`src/sgr_params.svh`:
```
// Offsets, field positions, reset values and timing counts for sleep/reset control
`ifndef SGR_PARAMS_SVH
`define SGR_PARAMS_SVH
`define SGR_OFS_SLEEP_CTRL 8'h33
`define SGR_OFS_MCU_CONTROL 8'h35
`define SGR_OFS_POWER_REDUCTION 8'h64
`define SGR_OFS_STATUS 8'h70
`define SGR_BIT_SLEEP_ALLOW 0
`define SGR_BIT_SLEEP_MODE_LO 1
`define SGR_BIT_BOD_OFF 6
`define SGR_BIT_BOD_UNLOCK 5
`define SGR_BIT_PULLUP_DIS 4
`define SGR_BIT_VEC_SEL 1
`define SGR_BIT_VEC_UNLOCK 0
`define SGR_BIT_PR_RESERVED 4
`define SGR_RST_SLEEP_CTRL 8'h00
`define SGR_RST_MCU_CONTROL 8'h00
`define SGR_RST_POWER_REDUCTION 8'h00
`define SGR_MASK_SLEEP_CTRL 8'h0F
`define SGR_MASK_MCU_CONTROL 8'h13
`define SGR_MASK_POWER_REDUCTION 8'hEF
`define SGR_UNLOCK_WINDOW 4
`define SGR_BOD_ACTIVE_DELAY 3
`define SGR_BOD_ACTIVE_HOLD 3
`define SGR_VEC_UNLOCK_WINDOW 4
`define SGR_TIMEOUT_DEFAULT 64
`endif

```
`src/sgr_pkg.sv`:
```
// Types shared by both ends of the sleep/reset control link
package sgr_pkg;
	typedef enum logic [2:0] {
		SGR_SM_IDLE = 3'h0,
		SGR_SM_NOISE = 3'h1,
		SGR_SM_PDOWN = 3'h2,
		SGR_SM_PSAVE = 3'h3,
		SGR_SM_RES4 = 3'h4,
		SGR_SM_RES5 = 3'h5,
		SGR_SM_STBY = 3'h6,
		SGR_SM_XSTBY = 3'h7
	} sgr_sleep_mode_t;
	typedef enum logic [2:0] {
		SGR_ST_HOLD = 3'b001,
		SGR_ST_DELAY = 3'b010,
		SGR_ST_RUN = 3'b100
	} sgr_rst_state_t;
endpackage

```
`src/sgr_link_if.sv`:
```
// Link between the processor core end and the sleep/reset control end
`timescale 1ns/10ps
interface sgr_link_if;
	logic [7:0] addr;
	logic [7:0] wdata;
	logic wr;
	logic rd;
	logic [7:0] rdata;
	logic sleep_instr;
	logic sleep_enter;
	sgr_pkg::sgr_sleep_mode_t sleep_mode;
	logic bod_sleep_off;
	logic core_reset;
	modport device (input addr, wdata, wr, rd, sleep_instr,
		output rdata, sleep_enter, sleep_mode, bod_sleep_off, core_reset);
	modport core (output addr, wdata, wr, rd, sleep_instr,
		input rdata, sleep_enter, sleep_mode, bod_sleep_off, core_reset);
endinterface

```
`src/sgr_device.sv`:
```
// Sleep control, brown-out sleep unlock, clock gating and reset sequencing
`timescale 1ns/10ps
`include "sgr_params.svh"
module sgr_device #(
	parameter int TIMEOUT_CYCLES = `SGR_TIMEOUT_DEFAULT
) (
	// Clock, reset, enable
	input wire logic CLK_IN,
	input wire logic NRST_IN,
	input wire logic CE_IN,
	// Core link
	sgr_link_if.device LINK,
	// Reset sources and settings
	input wire logic POWER_ON_LOW_IN,
	input wire logic NRESET_PIN_IN,
	input wire logic WATCHDOG_EXPIRE_IN,
	input wire logic WATCHDOG_RESET_MODE_IN,
	input wire logic BROWNOUT_LOW_IN,
	input wire logic BROWNOUT_ENABLE_IN,
	input wire logic RESET_PIN_DISABLE_SETTING_IN,
	input wire logic [1:0] STARTUP_TIME_SETTING_IN,
	input wire logic TIMER_TWO_ASYNC_SELECT_IN,
	input wire logic CONVERTER_ENABLED_IN,
	// Gating and reset outputs
	output logic GATE_TWOWIRE_CLOCK_OUT,
	output logic GATE_TIMER_TWO_OUT,
	output logic GATE_TIMER_ZERO_OUT,
	output logic GATE_TIMER_ONE_OUT,
	output logic GATE_SERIAL_PERIPH_CLOCK_OUT,
	output logic GATE_SERIAL_PORT_CLOCK_OUT,
	output logic GATE_CONVERTER_OUT,
	output logic COMPARATOR_MUX_BLOCK_OUT,
	output logic PORT_RESET_OUT,
	output logic PULLUP_GLOBAL_DISABLE_OUT,
	output logic VECTOR_TABLE_SELECT_OUT,
	output logic BROWNOUT_DETECTOR_OFF_OUT
);
	import sgr_pkg::*;
	initial begin
		if (TIMEOUT_CYCLES < 4 || TIMEOUT_CYCLES > 65535) $error("TIMEOUT_CYCLES out of range");
	end
	localparam logic [15:0] TOUT = 16'(TIMEOUT_CYCLES);

	logic [7:0] sleep_ctrl;
	logic [7:0] power_reduction;
	logic pullup_global_disable;
	logic vector_table_select;
	logic [2:0] unlock_cnt;
	logic [2:0] vec_unlock_cnt;
	logic bod_off_set;
	logic [2:0] bod_cnt;
	logic bod_active;
	logic reset_req;
	logic internal_reset;
	logic [18:0] delay_cnt;
	logic [18:0] delay_end;
	logic [7:0] mcu_rd;
	sgr_rst_state_t rst_state;
	sgr_rst_state_t next_rst_state;
	logic core_en;

	// Combined request; any source restarts the stretch
	assign reset_req = POWER_ON_LOW_IN
		| (~NRESET_PIN_IN & ~RESET_PIN_DISABLE_SETTING_IN)
		| (WATCHDOG_EXPIRE_IN & WATCHDOG_RESET_MODE_IN)
		| (BROWNOUT_LOW_IN & BROWNOUT_ENABLE_IN)
		| ~NRST_IN;
	// Port reset asserts combinationally from the sources with no clock, and is held by the registered sequencer state
	assign PORT_RESET_OUT = reset_req | internal_reset;

	// Reset sequencer state
	always_comb begin
		next_rst_state = rst_state;
		case (rst_state)
			SGR_ST_HOLD: if (!reset_req) next_rst_state = SGR_ST_DELAY;
			SGR_ST_DELAY: begin
				if (reset_req) next_rst_state = SGR_ST_HOLD;
				else if (delay_cnt == delay_end - 19'h0_0001) next_rst_state = SGR_ST_RUN;
			end
			SGR_ST_RUN: if (reset_req) next_rst_state = SGR_ST_HOLD;
			default: next_rst_state = SGR_ST_HOLD;
		endcase
	end

	// Sequencer is not frozen by the enable so reset always completes
	always_ff @(posedge CLK_IN) begin
		if (reset_req) begin
			rst_state <= SGR_ST_HOLD;
			delay_cnt <= 19'h0_0000;
		end else begin
			rst_state <= next_rst_state;
			// One step per clock while stretching
			if (rst_state == SGR_ST_DELAY)
				delay_cnt <= delay_cnt + 19'h0_0001;
			else
				delay_cnt <= 19'h0_0000;
		end
	end
	// Each start-up setting step doubles the stretch; the parameter is the shortest one
	assign delay_end = {3'h0, TOUT} << STARTUP_TIME_SETTING_IN;
	assign internal_reset = (rst_state != SGR_ST_RUN);
	assign LINK.core_reset = internal_reset;
	assign core_en = CE_IN & ~internal_reset;

	// Sleep control register
	always_ff @(posedge CLK_IN) begin
		if (internal_reset) begin
			sleep_ctrl <= `SGR_RST_SLEEP_CTRL;
		end else if (core_en && LINK.wr && LINK.addr == `SGR_OFS_SLEEP_CTRL) begin
			sleep_ctrl <= LINK.wdata & `SGR_MASK_SLEEP_CTRL;
		end
	end

	// Power reduction register, reserved bit never stored
	always_ff @(posedge CLK_IN) begin
		if (internal_reset) begin
			power_reduction <= `SGR_RST_POWER_REDUCTION;
		end else if (core_en && LINK.wr && LINK.addr == `SGR_OFS_POWER_REDUCTION) begin
			power_reduction <= LINK.wdata & `SGR_MASK_POWER_REDUCTION;
		end
	end

	// Plain control bits and vector-select timed change
	always_ff @(posedge CLK_IN) begin
		if (internal_reset) begin
			pullup_global_disable <= 1'b0;
			vector_table_select <= 1'b0;
			vec_unlock_cnt <= 3'h0;
		end else if (core_en) begin
			if (vec_unlock_cnt != 3'h0) vec_unlock_cnt <= vec_unlock_cnt - 3'h1;
			if (LINK.wr && LINK.addr == `SGR_OFS_MCU_CONTROL) begin
				pullup_global_disable <= LINK.wdata[`SGR_BIT_PULLUP_DIS];
				if (LINK.wdata[`SGR_BIT_VEC_UNLOCK])
					vec_unlock_cnt <= 3'(`SGR_VEC_UNLOCK_WINDOW);
				else if (vec_unlock_cnt != 3'h0)
					vector_table_select <= LINK.wdata[`SGR_BIT_VEC_SEL];
			end
		end
	end

	// Timed unlock for the brown-out sleep-off bit
	always_ff @(posedge CLK_IN) begin
		if (internal_reset) begin
			unlock_cnt <= 3'h0;
			bod_off_set <= 1'b0;
			bod_cnt <= 3'h0;
			bod_active <= 1'b0;
		end else if (core_en) begin
			if (unlock_cnt != 3'h0) unlock_cnt <= unlock_cnt - 3'h1;
			if (LINK.wr && LINK.addr == `SGR_OFS_MCU_CONTROL && LINK.wdata[`SGR_BIT_BOD_OFF]
				&& LINK.wdata[`SGR_BIT_BOD_UNLOCK]) begin
				unlock_cnt <= 3'(`SGR_UNLOCK_WINDOW);
			end else if (LINK.wr && LINK.addr == `SGR_OFS_MCU_CONTROL && unlock_cnt != 3'h0
				&& LINK.wdata[`SGR_BIT_BOD_OFF] && !bod_off_set) begin
				bod_off_set <= 1'b1;
				bod_cnt <= 3'h0;
				unlock_cnt <= 3'h0;
			end
			// Count to activation, then hold active, then clear
			if (bod_off_set) begin
				bod_cnt <= bod_cnt + 3'h1;
				if (!bod_active && bod_cnt == 3'(`SGR_BOD_ACTIVE_DELAY - 1)) begin
					bod_active <= 1'b1;
					bod_cnt <= 3'h0;
				end else if (bod_active && bod_cnt == 3'(`SGR_BOD_ACTIVE_HOLD - 1)) begin
					bod_active <= 1'b0;
					bod_off_set <= 1'b0;
					bod_cnt <= 3'h0;
				end
			end
		end
	end

	// Sleep entry and detector shutdown flag
	always_ff @(posedge CLK_IN) begin
		if (internal_reset) begin
			LINK.sleep_enter <= 1'b0;
			BROWNOUT_DETECTOR_OFF_OUT <= 1'b0;
		end else if (core_en) begin
			LINK.sleep_enter <= LINK.sleep_instr & sleep_ctrl[`SGR_BIT_SLEEP_ALLOW];
			// Held through the sleep; the device cannot see the wake, so the
			// core's first write after waking ends it
			if (LINK.sleep_instr && sleep_ctrl[`SGR_BIT_SLEEP_ALLOW])
				BROWNOUT_DETECTOR_OFF_OUT <= bod_active;
			else if (LINK.wr)
				BROWNOUT_DETECTOR_OFF_OUT <= 1'b0;
		end
	end
	assign LINK.sleep_mode = sgr_sleep_mode_t'(sleep_ctrl[3:1]);
	assign LINK.bod_sleep_off = bod_active;

	// Read path, data one cycle after the strobe
	always_comb begin
		mcu_rd = {1'b0, bod_off_set, 1'b0, pullup_global_disable, 2'b00, vector_table_select, 1'b0};
	end
	always_ff @(posedge CLK_IN) begin
		if (internal_reset) begin
			LINK.rdata <= 8'h00;
		end else if (core_en) begin
			if (!LINK.rd) LINK.rdata <= 8'h00;
			else case (LINK.addr)
				`SGR_OFS_SLEEP_CTRL: LINK.rdata <= sleep_ctrl;
				`SGR_OFS_MCU_CONTROL: LINK.rdata <= mcu_rd;
				`SGR_OFS_POWER_REDUCTION: LINK.rdata <= power_reduction;
				default: LINK.rdata <= 8'h00;
			endcase
		end
	end

	// Gating outputs from the stored register bits
	assign GATE_TWOWIRE_CLOCK_OUT = power_reduction[7];
	assign GATE_TIMER_TWO_OUT = power_reduction[6] & ~TIMER_TWO_ASYNC_SELECT_IN;
	assign GATE_TIMER_ZERO_OUT = power_reduction[5];
	assign GATE_TIMER_ONE_OUT = power_reduction[3];
	assign GATE_SERIAL_PERIPH_CLOCK_OUT = power_reduction[2];
	assign GATE_SERIAL_PORT_CLOCK_OUT = power_reduction[1];
	// Converter shut only once disabled, so a live conversion is not cut
	assign GATE_CONVERTER_OUT = power_reduction[0] & ~CONVERTER_ENABLED_IN;
	assign COMPARATOR_MUX_BLOCK_OUT = GATE_CONVERTER_OUT;
	assign PULLUP_GLOBAL_DISABLE_OUT = pullup_global_disable;
	assign VECTOR_TABLE_SELECT_OUT = vector_table_select;
endmodule

```
`src/flat_wrapper.sv`:
```
// flat-port wrapper written by rule: the top's interface ports become plain ports
module sgr_device_flat import sgr_pkg::*;
#(
	parameter int TIMEOUT_CYCLES = `SGR_TIMEOUT_DEFAULT
)
  (CLK_IN, NRST_IN, CE_IN, POWER_ON_LOW_IN, NRESET_PIN_IN, WATCHDOG_EXPIRE_IN, WATCHDOG_RESET_MODE_IN, BROWNOUT_LOW_IN, BROWNOUT_ENABLE_IN, RESET_PIN_DISABLE_SETTING_IN, STARTUP_TIME_SETTING_IN, TIMER_TWO_ASYNC_SELECT_IN, CONVERTER_ENABLED_IN, GATE_TWOWIRE_CLOCK_OUT, GATE_TIMER_TWO_OUT, GATE_TIMER_ZERO_OUT, GATE_TIMER_ONE_OUT, GATE_SERIAL_PERIPH_CLOCK_OUT, GATE_SERIAL_PORT_CLOCK_OUT, GATE_CONVERTER_OUT, COMPARATOR_MUX_BLOCK_OUT, PORT_RESET_OUT, PULLUP_GLOBAL_DISABLE_OUT, VECTOR_TABLE_SELECT_OUT, BROWNOUT_DETECTOR_OFF_OUT, LINK_addr, LINK_wdata, LINK_wr, LINK_rd, LINK_sleep_instr, LINK_rdata, LINK_sleep_enter, LINK_sleep_mode, LINK_bod_sleep_off, LINK_core_reset);
  sgr_link_if LINK_i ();
  input wire logic CLK_IN;
  input wire logic NRST_IN;
  input wire logic CE_IN;
  input wire logic POWER_ON_LOW_IN;
  input wire logic NRESET_PIN_IN;
  input wire logic WATCHDOG_EXPIRE_IN;
  input wire logic WATCHDOG_RESET_MODE_IN;
  input wire logic BROWNOUT_LOW_IN;
  input wire logic BROWNOUT_ENABLE_IN;
  input wire logic RESET_PIN_DISABLE_SETTING_IN;
  input wire logic [1:0] STARTUP_TIME_SETTING_IN;
  input wire logic TIMER_TWO_ASYNC_SELECT_IN;
  input wire logic CONVERTER_ENABLED_IN;
  output logic GATE_TWOWIRE_CLOCK_OUT;
  output logic GATE_TIMER_TWO_OUT;
  output logic GATE_TIMER_ZERO_OUT;
  output logic GATE_TIMER_ONE_OUT;
  output logic GATE_SERIAL_PERIPH_CLOCK_OUT;
  output logic GATE_SERIAL_PORT_CLOCK_OUT;
  output logic GATE_CONVERTER_OUT;
  output logic COMPARATOR_MUX_BLOCK_OUT;
  output logic PORT_RESET_OUT;
  output logic PULLUP_GLOBAL_DISABLE_OUT;
  output logic VECTOR_TABLE_SELECT_OUT;
  output logic BROWNOUT_DETECTOR_OFF_OUT;
  input wire logic [$bits(LINK_i.addr)-1:0] LINK_addr;
  input wire logic [$bits(LINK_i.wdata)-1:0] LINK_wdata;
  input wire logic [$bits(LINK_i.wr)-1:0] LINK_wr;
  input wire logic [$bits(LINK_i.rd)-1:0] LINK_rd;
  input wire logic [$bits(LINK_i.sleep_instr)-1:0] LINK_sleep_instr;
  output wire logic [$bits(LINK_i.rdata)-1:0] LINK_rdata;
  output wire logic [$bits(LINK_i.sleep_enter)-1:0] LINK_sleep_enter;
  output wire logic [$bits(LINK_i.sleep_mode)-1:0] LINK_sleep_mode;
  output wire logic [$bits(LINK_i.bod_sleep_off)-1:0] LINK_bod_sleep_off;
  output wire logic [$bits(LINK_i.core_reset)-1:0] LINK_core_reset;
  assign LINK_i.addr = LINK_addr;
  assign LINK_i.wdata = LINK_wdata;
  assign LINK_i.wr = LINK_wr;
  assign LINK_i.rd = LINK_rd;
  assign LINK_i.sleep_instr = LINK_sleep_instr;
  assign LINK_rdata = LINK_i.rdata;
  assign LINK_sleep_enter = LINK_i.sleep_enter;
  assign LINK_sleep_mode = LINK_i.sleep_mode;
  assign LINK_bod_sleep_off = LINK_i.bod_sleep_off;
  assign LINK_core_reset = LINK_i.core_reset;
  sgr_device #(.TIMEOUT_CYCLES(TIMEOUT_CYCLES)) u_core (.CLK_IN(CLK_IN), .NRST_IN(NRST_IN), .CE_IN(CE_IN), .LINK(LINK_i), .POWER_ON_LOW_IN(POWER_ON_LOW_IN), .NRESET_PIN_IN(NRESET_PIN_IN), .WATCHDOG_EXPIRE_IN(WATCHDOG_EXPIRE_IN), .WATCHDOG_RESET_MODE_IN(WATCHDOG_RESET_MODE_IN), .BROWNOUT_LOW_IN(BROWNOUT_LOW_IN), .BROWNOUT_ENABLE_IN(BROWNOUT_ENABLE_IN), .RESET_PIN_DISABLE_SETTING_IN(RESET_PIN_DISABLE_SETTING_IN), .STARTUP_TIME_SETTING_IN(STARTUP_TIME_SETTING_IN), .TIMER_TWO_ASYNC_SELECT_IN(TIMER_TWO_ASYNC_SELECT_IN), .CONVERTER_ENABLED_IN(CONVERTER_ENABLED_IN), .GATE_TWOWIRE_CLOCK_OUT(GATE_TWOWIRE_CLOCK_OUT), .GATE_TIMER_TWO_OUT(GATE_TIMER_TWO_OUT), .GATE_TIMER_ZERO_OUT(GATE_TIMER_ZERO_OUT), .GATE_TIMER_ONE_OUT(GATE_TIMER_ONE_OUT), .GATE_SERIAL_PERIPH_CLOCK_OUT(GATE_SERIAL_PERIPH_CLOCK_OUT), .GATE_SERIAL_PORT_CLOCK_OUT(GATE_SERIAL_PORT_CLOCK_OUT), .GATE_CONVERTER_OUT(GATE_CONVERTER_OUT), .COMPARATOR_MUX_BLOCK_OUT(COMPARATOR_MUX_BLOCK_OUT), .PORT_RESET_OUT(PORT_RESET_OUT), .PULLUP_GLOBAL_DISABLE_OUT(PULLUP_GLOBAL_DISABLE_OUT), .VECTOR_TABLE_SELECT_OUT(VECTOR_TABLE_SELECT_OUT), .BROWNOUT_DETECTOR_OFF_OUT(BROWNOUT_DETECTOR_OFF_OUT));
endmodule
```
`config.mk`:
```
export PLATFORM = sky130hd
export DESIGN_NAME = sgr_device_flat
export DESIGN_NICKNAME = d
export VERILOG_FILES = /design/src/sgr_pkg.sv /design/src/sgr_link_if.sv /design/src/sgr_device.sv /design/src/flat_wrapper.sv
export VERILOG_INCLUDE_DIRS = /design/src
export SDC_FILE = /design/constraint.sdc
export NUM_CORES = 1
export LEC_CHECK = 0
export ABC_AREA = 1
export BUFFER_PORTS_ARGS = -buffer_cell sky130_fd_sc_hd__buf_4
export CORE_UTILIZATION = 35
export CTS_CLUSTER_SIZE = 10
export DETAILED_ROUTE_END_ITERATION = 12
export GPL_TIMING_DRIVEN = 0
export HOLD_SLACK_MARGIN = 0.03
export PLACE_DENSITY_LB_ADDON = 0.08
export SETUP_SLACK_MARGIN = 0.4
export SLEW_MARGIN = 10
export SYNTH_ARGS = -nofsm -noshare
export SYNTH_HDL_FRONTEND = slang
export SYNTH_SLANG_ARGS = --single-unit
```
`constraint.sdc`:
```
create_clock -name CLK_IN -period 1.3 [get_ports CLK_IN]
set_input_delay 0.26 -clock CLK_IN [delete_from_list [all_inputs] [get_ports CLK_IN]]
set_output_delay 0.26 -clock CLK_IN [all_outputs]
set_load 0.01 [all_outputs]
```
==> results.yml, run 1 <==
status:
  status: "finished, violations left"
  violations: "setup timing"
place:
  gp_congestion: 0.7749
  preCtsSetupSlack_ns: -0.2734
  io_buffers: 58
  dp_hpwl_um: 5490
die:
  die_h_um: 93.21
  die_area_um2: 8687
  core_area_um2: 7888
  die_x_um: 93.21
  start_util_pct: 36.91
  io-pin-count: 59
  rows: 32
synth:
  syn_nets: 447
  synthTopCellsByCount: "nand2_1 (79), dfxtp_1 (56), nor2_1 (54)"
  synth_edf_count: 0
  synthesis.area_um2: 2912
  yosysUniqueCellTypes: 40
  yosysTopAreaCell: "dfxtp_1"
  syn_inst: 405
  synth-main-ff-cell: "dfxtp_1"
  yosysWarnings: 0
  netlist.area_leader.share_pct: 38.50
  synth_area_per_cell_um2: 7.189
  ys_top_cells_by_area: "dfxtp_1 (39%), nand2_1 (10%), nor2_1 (7.0%)"
  synth_most_common_cell: "nand2_1"
  yosysSeqAreaShare_pct: 38.50
  async_flop_share_pct: 0
  synth-seq-cells: 56
detailed_routing:
  drtIter0Drc: 132
  detail_route.vias_per_cell: 4.786
  wl_met3_um: 271
  wl_per_cell_um: 13.06
  ant_nets: 0
  dr_total_vias: 3068
  met1_length_um: 3603
  wl_um: 8373
  met2WireLength_um: 4450
  drc: 0
  highest_layer: "met4"
  dr.pass1.iters: 6
critical_path:
  worst-setup-path-type: "reg -> out"
  critPathTopFamily: "flip-flops"
  cp.required_ns: 1.04
  cp-start-kind: "flop"
  path_cells: "nand3_4 > clkbuf_16 > nor3_4 > inv_2 > buf_6"
  critPathMaxStageDelay_ns: 0.41
  cp-end-kind: "primary output"
  cp_max_fo: 3
  rrSetupSlack_ns: -0.22
  critical_path_buf_inv_count: 3
  arrival_ns: 1.28
  slowest_stage: "dfxtp_2"
clock_network:
  cts-buffers-inserted: 5
  worstSkewPairLatency_ns: 0.30
  clockBufferDepth: 2
  cts.clk_slew.worst_paths_ns: 0.10
  cts-root-buf: "clkbuf_8"
  cts_tree: "built"
  cts_max_level: 2
  cts_sinks: 56
sta:
  slew_headroom_pct: 65.36
  finalWorstSetupSlack_ns: -0.2379
  hold_ws_ns: 0.1729
  report.final.slew_viol_count: 0
  rsz0062_at_grt: "true"
  skew_ns: 0.005079
  fin_crit_sh_pct: 118.3
  tightest_slew_ns: 0.5195
  setup_viol: 46
  fin_crit_ns: 1.538
  finalHoldViolCount: 0
  timing.fmax_mhz: 650.3
final_layout:
  area_growth_pct: 71.77
  drive_above_1_share_pct: 58.44
  nFillCells: 655
  antenna_cells: 0
  nNetsFinal: 580
global_routing:
  grt_pass1_wl_um: 13210
  antenna_found_initial: 0
  track_usage_pct: 19.00
  grt_max_degree: 17
  grt_overflow_total: 0
  first_global_vias: 2925
power:
  seq_power_share_pct: 58.1
  power_density_nw_per_um2: 588.4
  p_sw_w: 0.0006959
  leakage_nw: 2.163
  ir_drop_uv: 403.6
  p_total_w: 0.002943
  combPwrFrac_pct: 7.5
  pwr-share-clk_pct: 34.4
  p_int_w: 0.002247
  swShare_pct: 23.65
job:
  maxCapViolCount: 0
min_path:
  worst_hold_path_type: "in -> reg"
==> flip-flops by register name, summed over array words and instances (netlist names) <==
register                          count
u_core.LINK.rdata                     8
u_core.LINK.sleep_enter               1
u_core.power_reduction                7
u_core.PULLUP_GLOBAL_DISABLE_OUT      1
u_core.bod_cnt                        3
u_core.VECTOR_TABLE_SELECT_OUT        1
u_core.BROWNOUT_DETECTOR_OFF_OUT      1
u_core.LINK.bod_sleep_off             1
u_core.vec_unlock_cnt                 3
u_core.rst_state                      3
u_core.delay_cnt                     19
u_core.bod_off_set                    1
u_core.unlock_cnt                     3
u_core.sleep_ctrl                     4
==> tightest hold or removal path, cell delays in order <==
cell     delay, ns
buf_4         0.09
nand2_2       0.04
o21ai_1       0.05
==> cells by family after synthesis <==
group           after synthesis  synth area share, %
buf+inv                      68                9.497
fa+ha+maj                     9                3.868
simple gates                205                34.59
compound gates               59                11.13
flops                        56                38.50
xor+xnor                      8                2.407
==> layout by cell type, fill, tap and decap left out, drive strengths merged, types with 6 or more instances in the layout <==
master / n
buf: 129
o21ai: 26
ha: 9
nor2: 64
a21oi: 24
nor3: 17
inv: 56
nand4: 6
nand2: 83
dfxtp: 56
nand3: 29
clkbuf: 12
xor2: 6
==> routing by layer <==
metal / GRT usage, % / up-vias
met3: 3.496 / 6
met2: 35.54 / 50
li1: - / 1569
met4: 4.359 / 0
met5: 0 / -
met1: 22.25 / 1443
==> final timing paths <==
kind,start,end,depth (start not counted)
max,u_core.rst_state[2]$_SDFFE_PP0P_,PORT_RESET_OUT,5
min,LINK_wdata[4],u_core.PULLUP_GLOBAL_DISABLE_OUT$_SDFFE_PP0P_,3
max reg2reg,u_core.delay_cnt[1]$_SDFF_PP0_,u_core.delay_cnt[15]$_SDFF_PP0_,10
min reg2reg,u_core.LINK.rdata[7]$_SDFFE_PP0P_,u_core.LINK.rdata[7]$_SDFFE_PP0P_,2
==> layout make-up <==
| class | count | area [um^2] | share of cell area [%] |
|---|---|---|---|
| buffer | 9 | 138.9 | 2.777 |
| clock buffer | 7 | 86.33 | 1.726 |
| clock inverter | 1 | 7.507 | 0.1501 |
| inverter | 59 | 281.5 | 5.629 |
| multi-input combinational | 282 | 2028 | 40.56 |
| sequential | 56 | 1181 | 23.62 |
| tap | 102 | 127.6 | 2.552 |
| timing repair buffer | 125 | 1150 | 22.99 |
==> stage by stage <==
stage                     setup TNS (ns)  utilization, %  instance area [um^2]  std cells
after CTS                         -4.526           59.39                  4684        627
after global routing              -9.541           63.40                  5001        641
final                             -5.875           63.40                  5001        641
after floorplan                  -0.2186               -                  3131        405
after global placement            -7.784           46.83                  3694        565
after detailed placement          -8.035           46.83                  3694        565
==> power by group through the flow <==
stage	sequential (W)	clock, W	combinational, W
final	0.00171	0.00101	0.000221
after global routing	0.00171	0.00111	0.000238
after CTS	0.00171	0.00104	0.000209
after detailed placement	0.00176	0	0.000196
after global placement	0.00176	0	0.000194
after floorplan	0.00176	0	0.0000826
==> repair_timing <==
item | CTS | global route
buffers inserted | 52 | 13
resized for setup | 143 | 49
gates cloned | 2 | 1
pin swaps | 42 | 33
hold buffers | 0 | 0
setup endpoints to repair | 82 | 82
(Power assumes the default switching activity.)
==> inputs of run 2 (changes only) <==
--- a/config.mk
+++ b/config.mk
@@ -15,6 +15,7 @@
 export HOLD_SLACK_MARGIN = 0.03
 export PLACE_DENSITY_LB_ADDON = 0.08
 export SETUP_SLACK_MARGIN = 0.4
+export SKIP_CTS_REPAIR_TIMING = 1
 export SLEW_MARGIN = 10
 export SYNTH_ARGS = -nofsm -noshare
 export SYNTH_HDL_FRONTEND = slang
==> run 2 against run 1 <==
Die area unchanged. Critical endpoint unchanged. Largest cell class unchanged. The flow still finishes with violations (setup timing). Flip-flop and latch count unchanged. Design area decreased by 6.0%.
==> results.yml, run 2 (synthesized netlist as in run 1, its figures left out) <==
detailed_routing:
  drtIter0Drc: 101
  ant_nets: 0
  detail_route.vias_per_cell: 4.749
  wl_um: 7921
  wl_met3_um: 313
  dr_total_vias: 2992
  dr.pass1.iters: 4
  drc: 0
  wl_per_cell_um: 12.57
  met2WireLength_um: 4160
  highest_layer: "met4"
  met1_length_um: 3402
sta:
  timing.fmax_mhz: 643.3
  hold_ws_ns: 0.1690
  rsz0062_at_grt: "true"
  setup_tns_ns: -3.616
  report.final.slew_viol_count: 0
  finalWorstSetupSlack_ns: -0.2546
  setup_viol: 33
  skew_ns: 0.004065
  fin_crit_ns: 1.555
  fin_crit_sh_pct: 119.6
  tightest_slew_ns: 0.4788
  slew_headroom_pct: 68.08
  finalHoldViolCount: 0
die:
  die_area_um2: 8687
  rows: 32
  io-pin-count: 59
  die_x_um: 93.21
  core_area_um2: 7888
  start_util_pct: 36.91
  die_h_um: 93.21
global_routing:
  antenna_found_initial: 0
  track_usage_pct: 16.72
  grt_max_degree: 17
  grt_overflow_total: 0
  grt_pass1_wl_um: 11610
  first_global_vias: 2573
clock_network:
  cts-root-buf: "clkbuf_8"
  worstSkewPairLatency_ns: 0.31
  cts_sinks: 56
  cts-buffers-inserted: 5
  clockBufferDepth: 2
  cts_max_level: 2
  cts_tree: "built"
  cts.clk_slew.worst_paths_ns: 0.10
critical_path:
  cp_max_fo: 6
  slowest_stage: "dfxtp_2"
  worst-setup-path-type: "reg -> out"
  cp.required_ns: 1.04
  cp-start-kind: "flop"
  r2r_cells: 9
  cp-end-kind: "primary output"
  arrival_ns: 1.29
  path_cells: "nand3_4 > buf_8 > nor3_4 > inv_2 > buf_6"
  critPathMaxStageDelay_ns: 0.40
place:
  gp_congestion: 0.7749
  dp_hpwl_um: 5490
  io_buffers: 58
  preCtsSetupSlack_ns: -0.2734
final_layout:
  final_cell_mix: "buf_4 (76), nand2_1 (64), buf_6 (44), inv_1 (37), dfxtp_2 (35)"
  top_regs: "u_core.delay_cnt x19, u_core.LINK.rdata x8, u_core.power_reduction x7"
  area_growth_pct: 61.41
  nNetsFinal: 569
  largest_reg_flops: 19
  layout_commonest_cell: "buf_4"
  antenna_cells: 0
  drive_above_1_share_pct: 53.98
  nFillCells: 682
  top_register: "u_core.delay_cnt"
  utilization_pct: 59.58
job:
  maxCapViolCount: 0
status:
  status: "finished, violations left"
  violations: "setup timing"
power:
  p_int_w: 0.002248
  power_density_nw_per_um2: 622.7
  ir_drop_uv: 407.1
  swShare_pct: 23.20
  p_sw_w: 0.0006789
  seq_power_share_pct: 58.5
  leakage_nw: 1.958
  pwr-share-clk_pct: 34.2
  combPwrFrac_pct: 7.2
min_path:
  whs_path_depth: 3
  worst_hold_path_type: "in -> reg"
[run 2: cell types whose count changed in the layout (fill, tap and decap cells not counted), moves of 5 or more]
cell and change:
nor2_4 -7, nand2_1 +7, nor2_2 +11, buf_4 -6
nand2_4 -5, o21ai_2 -5
[run 2: per-layer routing]
metal  up-vias  GRT usage, %
met3         4         3.577
met2        57         29.96
met4         0         3.846
met5         -             0
li1       1546             -
met1      1385         20.32
[run 2: cell type report]
type	count	area, um^2	share of cell area, %
buffer	9	97.59	2.077
clock buffer	7	86.33	1.837
clock inverter	1	7.507	0.1597
inverter	59	272.8	5.804
multi-input combinational	282	1924	40.95
sequential	56	1176	25.03
tap	102	127.6	2.716
timing repair buffer	114	1007	21.43
[run 2: power by group through the flow]
stage	Combinational [W]	Sequential, W	Clock (W)
2_1_floorplan	0.0000826	0.00176	0
3_3_place_gp	0.000194	0.00176	0
3_5_place_dp	0.000196	0.00176	0
4_1_cts	0.000196	0.00172	0.00104
5_1_grt	0.000231	0.00171	0.00111
6_report	0.000212	0.00171	0.00100
[run 2: critical path, delay by kind of cell, from the launching register on]
kind,cells,cell delay (ns)
flops,1,0.40
buf+inv,3,0.32
simple gates,2,0.25
[run 2: metrics by stage]
step                cell area [um^2]  cells  total power, W
floorplan                       3131    405        0.001841
global placement                3694    565        0.001953
detailed placement              3694    565        0.001954
CTS                             3787    573        0.002956
global route                    4700    630        0.003058
finish                          4700    630        0.002926
[run 2: path summary, 6_finish.rpt]
kind	from	endpoint	slack, ns
max	u_core.rst_state[2]$_SDFFE_PP0P_	PORT_RESET_OUT	-0.25
min	LINK_wdata[4]	u_core.PULLUP_GLOBAL_DISABLE_OUT$_SDFFE_PP0P_	0.17
max reg2reg	u_core.delay_cnt[0]$_SDFF_PP0_	u_core.delay_cnt[18]$_SDFF_PP0_	-0.23
min reg2reg	u_core.delay_cnt[0]$_SDFF_PP0_	u_core.delay_cnt[0]$_SDFF_PP0_	0.46
==> inputs of run 3 (changes only) <==
--- a/config.mk
+++ b/config.mk
@@ -9,12 +9,12 @@
 export ABC_AREA = 1
 export BUFFER_PORTS_ARGS = -buffer_cell sky130_fd_sc_hd__buf_4
 export CORE_UTILIZATION = 35
+export CTS_BUF_LIST = sky130_fd_sc_hd__clkbuf_4 sky130_fd_sc_hd__clkbuf_8
 export CTS_CLUSTER_SIZE = 10
 export DETAILED_ROUTE_END_ITERATION = 12
 export GPL_TIMING_DRIVEN = 0
 export HOLD_SLACK_MARGIN = 0.03
 export PLACE_DENSITY_LB_ADDON = 0.08
-export SETUP_SLACK_MARGIN = 0.4
 export SKIP_CTS_REPAIR_TIMING = 1
 export SLEW_MARGIN = 10
 export SYNTH_ARGS = -nofsm -noshare
==> run 3 against run 2 <==
The run still ends with setup timing left. Register-to-register slack barely moved. Clock power rose by 25%. Die area did not move. Count of clock-buffer cells in the layout did not move. Power rose by 7.5%. Via count fell by 5.6%. Sequential share of layout area rose by 2.3 points. Largest cell class unchanged.
==> results.yml, run 3 (synthesized netlist as in run 1, its figures left out) <==
detailed_routing:
  dr_total_vias: 2824
  drc: 0
  detail_route.vias_per_cell: 4.722
  dr.pass1.iters: 4
  ant_nets: 0
  wl_per_cell_um: 12.35
  wl_um: 7388
  drtIter0Drc: 87
sta:
  setup_tns_ns: -4.923
  fin_crit_sh_pct: 119.7
  finalHoldViolCount: 0
  finalWorstSetupSlack_ns: -0.2564
  timing.fmax_mhz: 642.5
  report.final.slew_viol_count: 0
  skew_ns: 0.01031
  hold_ws_ns: 0.1571
  slew_headroom_pct: 67.18
  tightest_slew_ns: 0.4923
  setup_viol: 42
  fin_crit_ns: 1.556
  rsz0062_at_grt: "true"
critical_path:
  arrival_ns: 1.30
  cp-start-kind: "flop"
  cp-end-kind: "primary output"
  cp_max_fo: 5
  cp.required_ns: 1.04
  worst-setup-path-type: "reg -> out"
final_layout:
  top_register: "u_core.delay_cnt"
  nNetsFinal: 537
  largest_reg_flops: 19
  drive_above_1_share_pct: 41.73
  stdcell_area_um2: 4189
  final_cell_mix: "buf_4 (81), nand2_1 (70), inv_1 (43), dfxtp_1 (42), nor2_1 (41)"
  top_regs: "u_core.delay_cnt x19, u_core.LINK.rdata x8, u_core.power_reduction x7"
  antenna_cells: 0
  layout_commonest_cell: "buf_4"
  area_growth_pct: 43.88
  nFillCells: 806
die:
  io-pin-count: 59
  die_x_um: 93.21
  die_h_um: 93.21
  rows: 32
  start_util_pct: 36.91
  core_area_um2: 7888
  die_area_um2: 8687
power:
  p_int_w: 0.002482
  swShare_pct: 21.13
  seq_power_share_pct: 54.5
  combPwrFrac_pct: 5.7
  leakage_nw: 1.832
  p_sw_w: 0.0006648
  pwr-share-clk_pct: 39.9
  ir_drop_uv: 401.2
  power_density_nw_per_um2: 751.1
global_routing:
  grt_max_degree: 17
  first_global_vias: 2475
  antenna_found_initial: 0
  track_usage_pct: 16.37
  grt_overflow_total: 0
  grt_pass1_wl_um: 11210
clock_network:
  cts-buffers-inserted: 5
  cts.clk_slew.worst_paths_ns: 0.10
  clockBufferDepth: 2
  worstSkewPairLatency_ns: 0.31
  cts_max_level: 2
  cts-root-buf: "clkbuf_8"
  cts_sinks: 56
  cts_tree: "built"
place:
  preCtsSetupSlack_ns: -0.3448
  dp_hpwl_um: 5358
  io_buffers: 58
  gp_congestion: 0.8168
  placed_area_um2: 3521
status:
  status: "finished, violations left"
  violations: "setup timing"
job:
  maxCapViolCount: 0
min_path:
  worst_hold_path_type: "in -> reg"
## run 3: area by class of cell
cell class / count / area, um^2 / share of cell area, %
plain buffers: 9 / 68.82 / 1.643
clock buffers: 7 / 96.34 / 2.300
clock inverters: 1 / 30.03 / 0.7168
inverters: 59 / 236.5 / 5.645
multi-input cells: 282 / 1833 / 43.76
flip-flops and latches: 56 / 1146 / 27.36
well taps: 102 / 127.6 / 3.047
repair buffers: 82 / 650.6 / 15.53
## run 3: critical path, stage by stage (launching register included)
cell     delay, ns
dfxtp_2       0.34
inv_2         0.07
nand3_4       0.10
buf_8         0.15
nor3_2        0.10
inv_1         0.08
buf_4         0.14
## run 3: path summary, 6_finish.rpt
check | startpoint | endpoint | slack, ns | cells after the start
max reg2reg | u_core.delay_cnt[1]$_SDFF_PP0_ | u_core.delay_cnt[18]$_SDFF_PP0_ | -0.24 | 9
max | u_core.rst_state[0]$_SDFFE_PP1P_ | PORT_RESET_OUT | -0.26 | 6
min | LINK_wdata[4] | u_core.PULLUP_GLOBAL_DISABLE_OUT$_SDFFE_PP0P_ | 0.16 | 3
min reg2reg | u_core.delay_cnt[0]$_SDFF_PP0_ | u_core.delay_cnt[0]$_SDFF_PP0_ | 0.46 | 1
## run 3: metrics by stage
stage | util, % | instances | total power (W)
final | 53.11 | 598 | 0.003146
after global routing | 53.11 | 598 | 0.003274
after global placement | 44.64 | 565 | 0.001921
after detailed placement | 44.64 | 565 | 0.001925
after floorplan | - | 405 | 0.001821
after CTS | 46.24 | 573 | 0.003181
## run 3: power groups by stage
| stage | sequential (W) | combinational (W) | clock, W |
|---|---|---|---|
| after global placement | 0.00176 | 0.000163 | 0 |
| after detailed placement | 0.00176 | 0.000166 | 0 |
| final | 0.00171 | 0.000179 | 0.00125 |
| after global routing | 0.00171 | 0.000198 | 0.00136 |
| after floorplan | 0.00176 | 0.0000625 | 0 |
| after CTS | 0.00172 | 0.000166 | 0.00130 |
## run 3: per-layer routing
metal  GRT usage, %  up-vias  part of all wire [%]
li1               -     1473                     -
met1          19.87     1301                    45
met2          29.11       41                    51
met3          3.008        9                   2.8
met4          5.128        0                   1.5
met5              0        -                     0
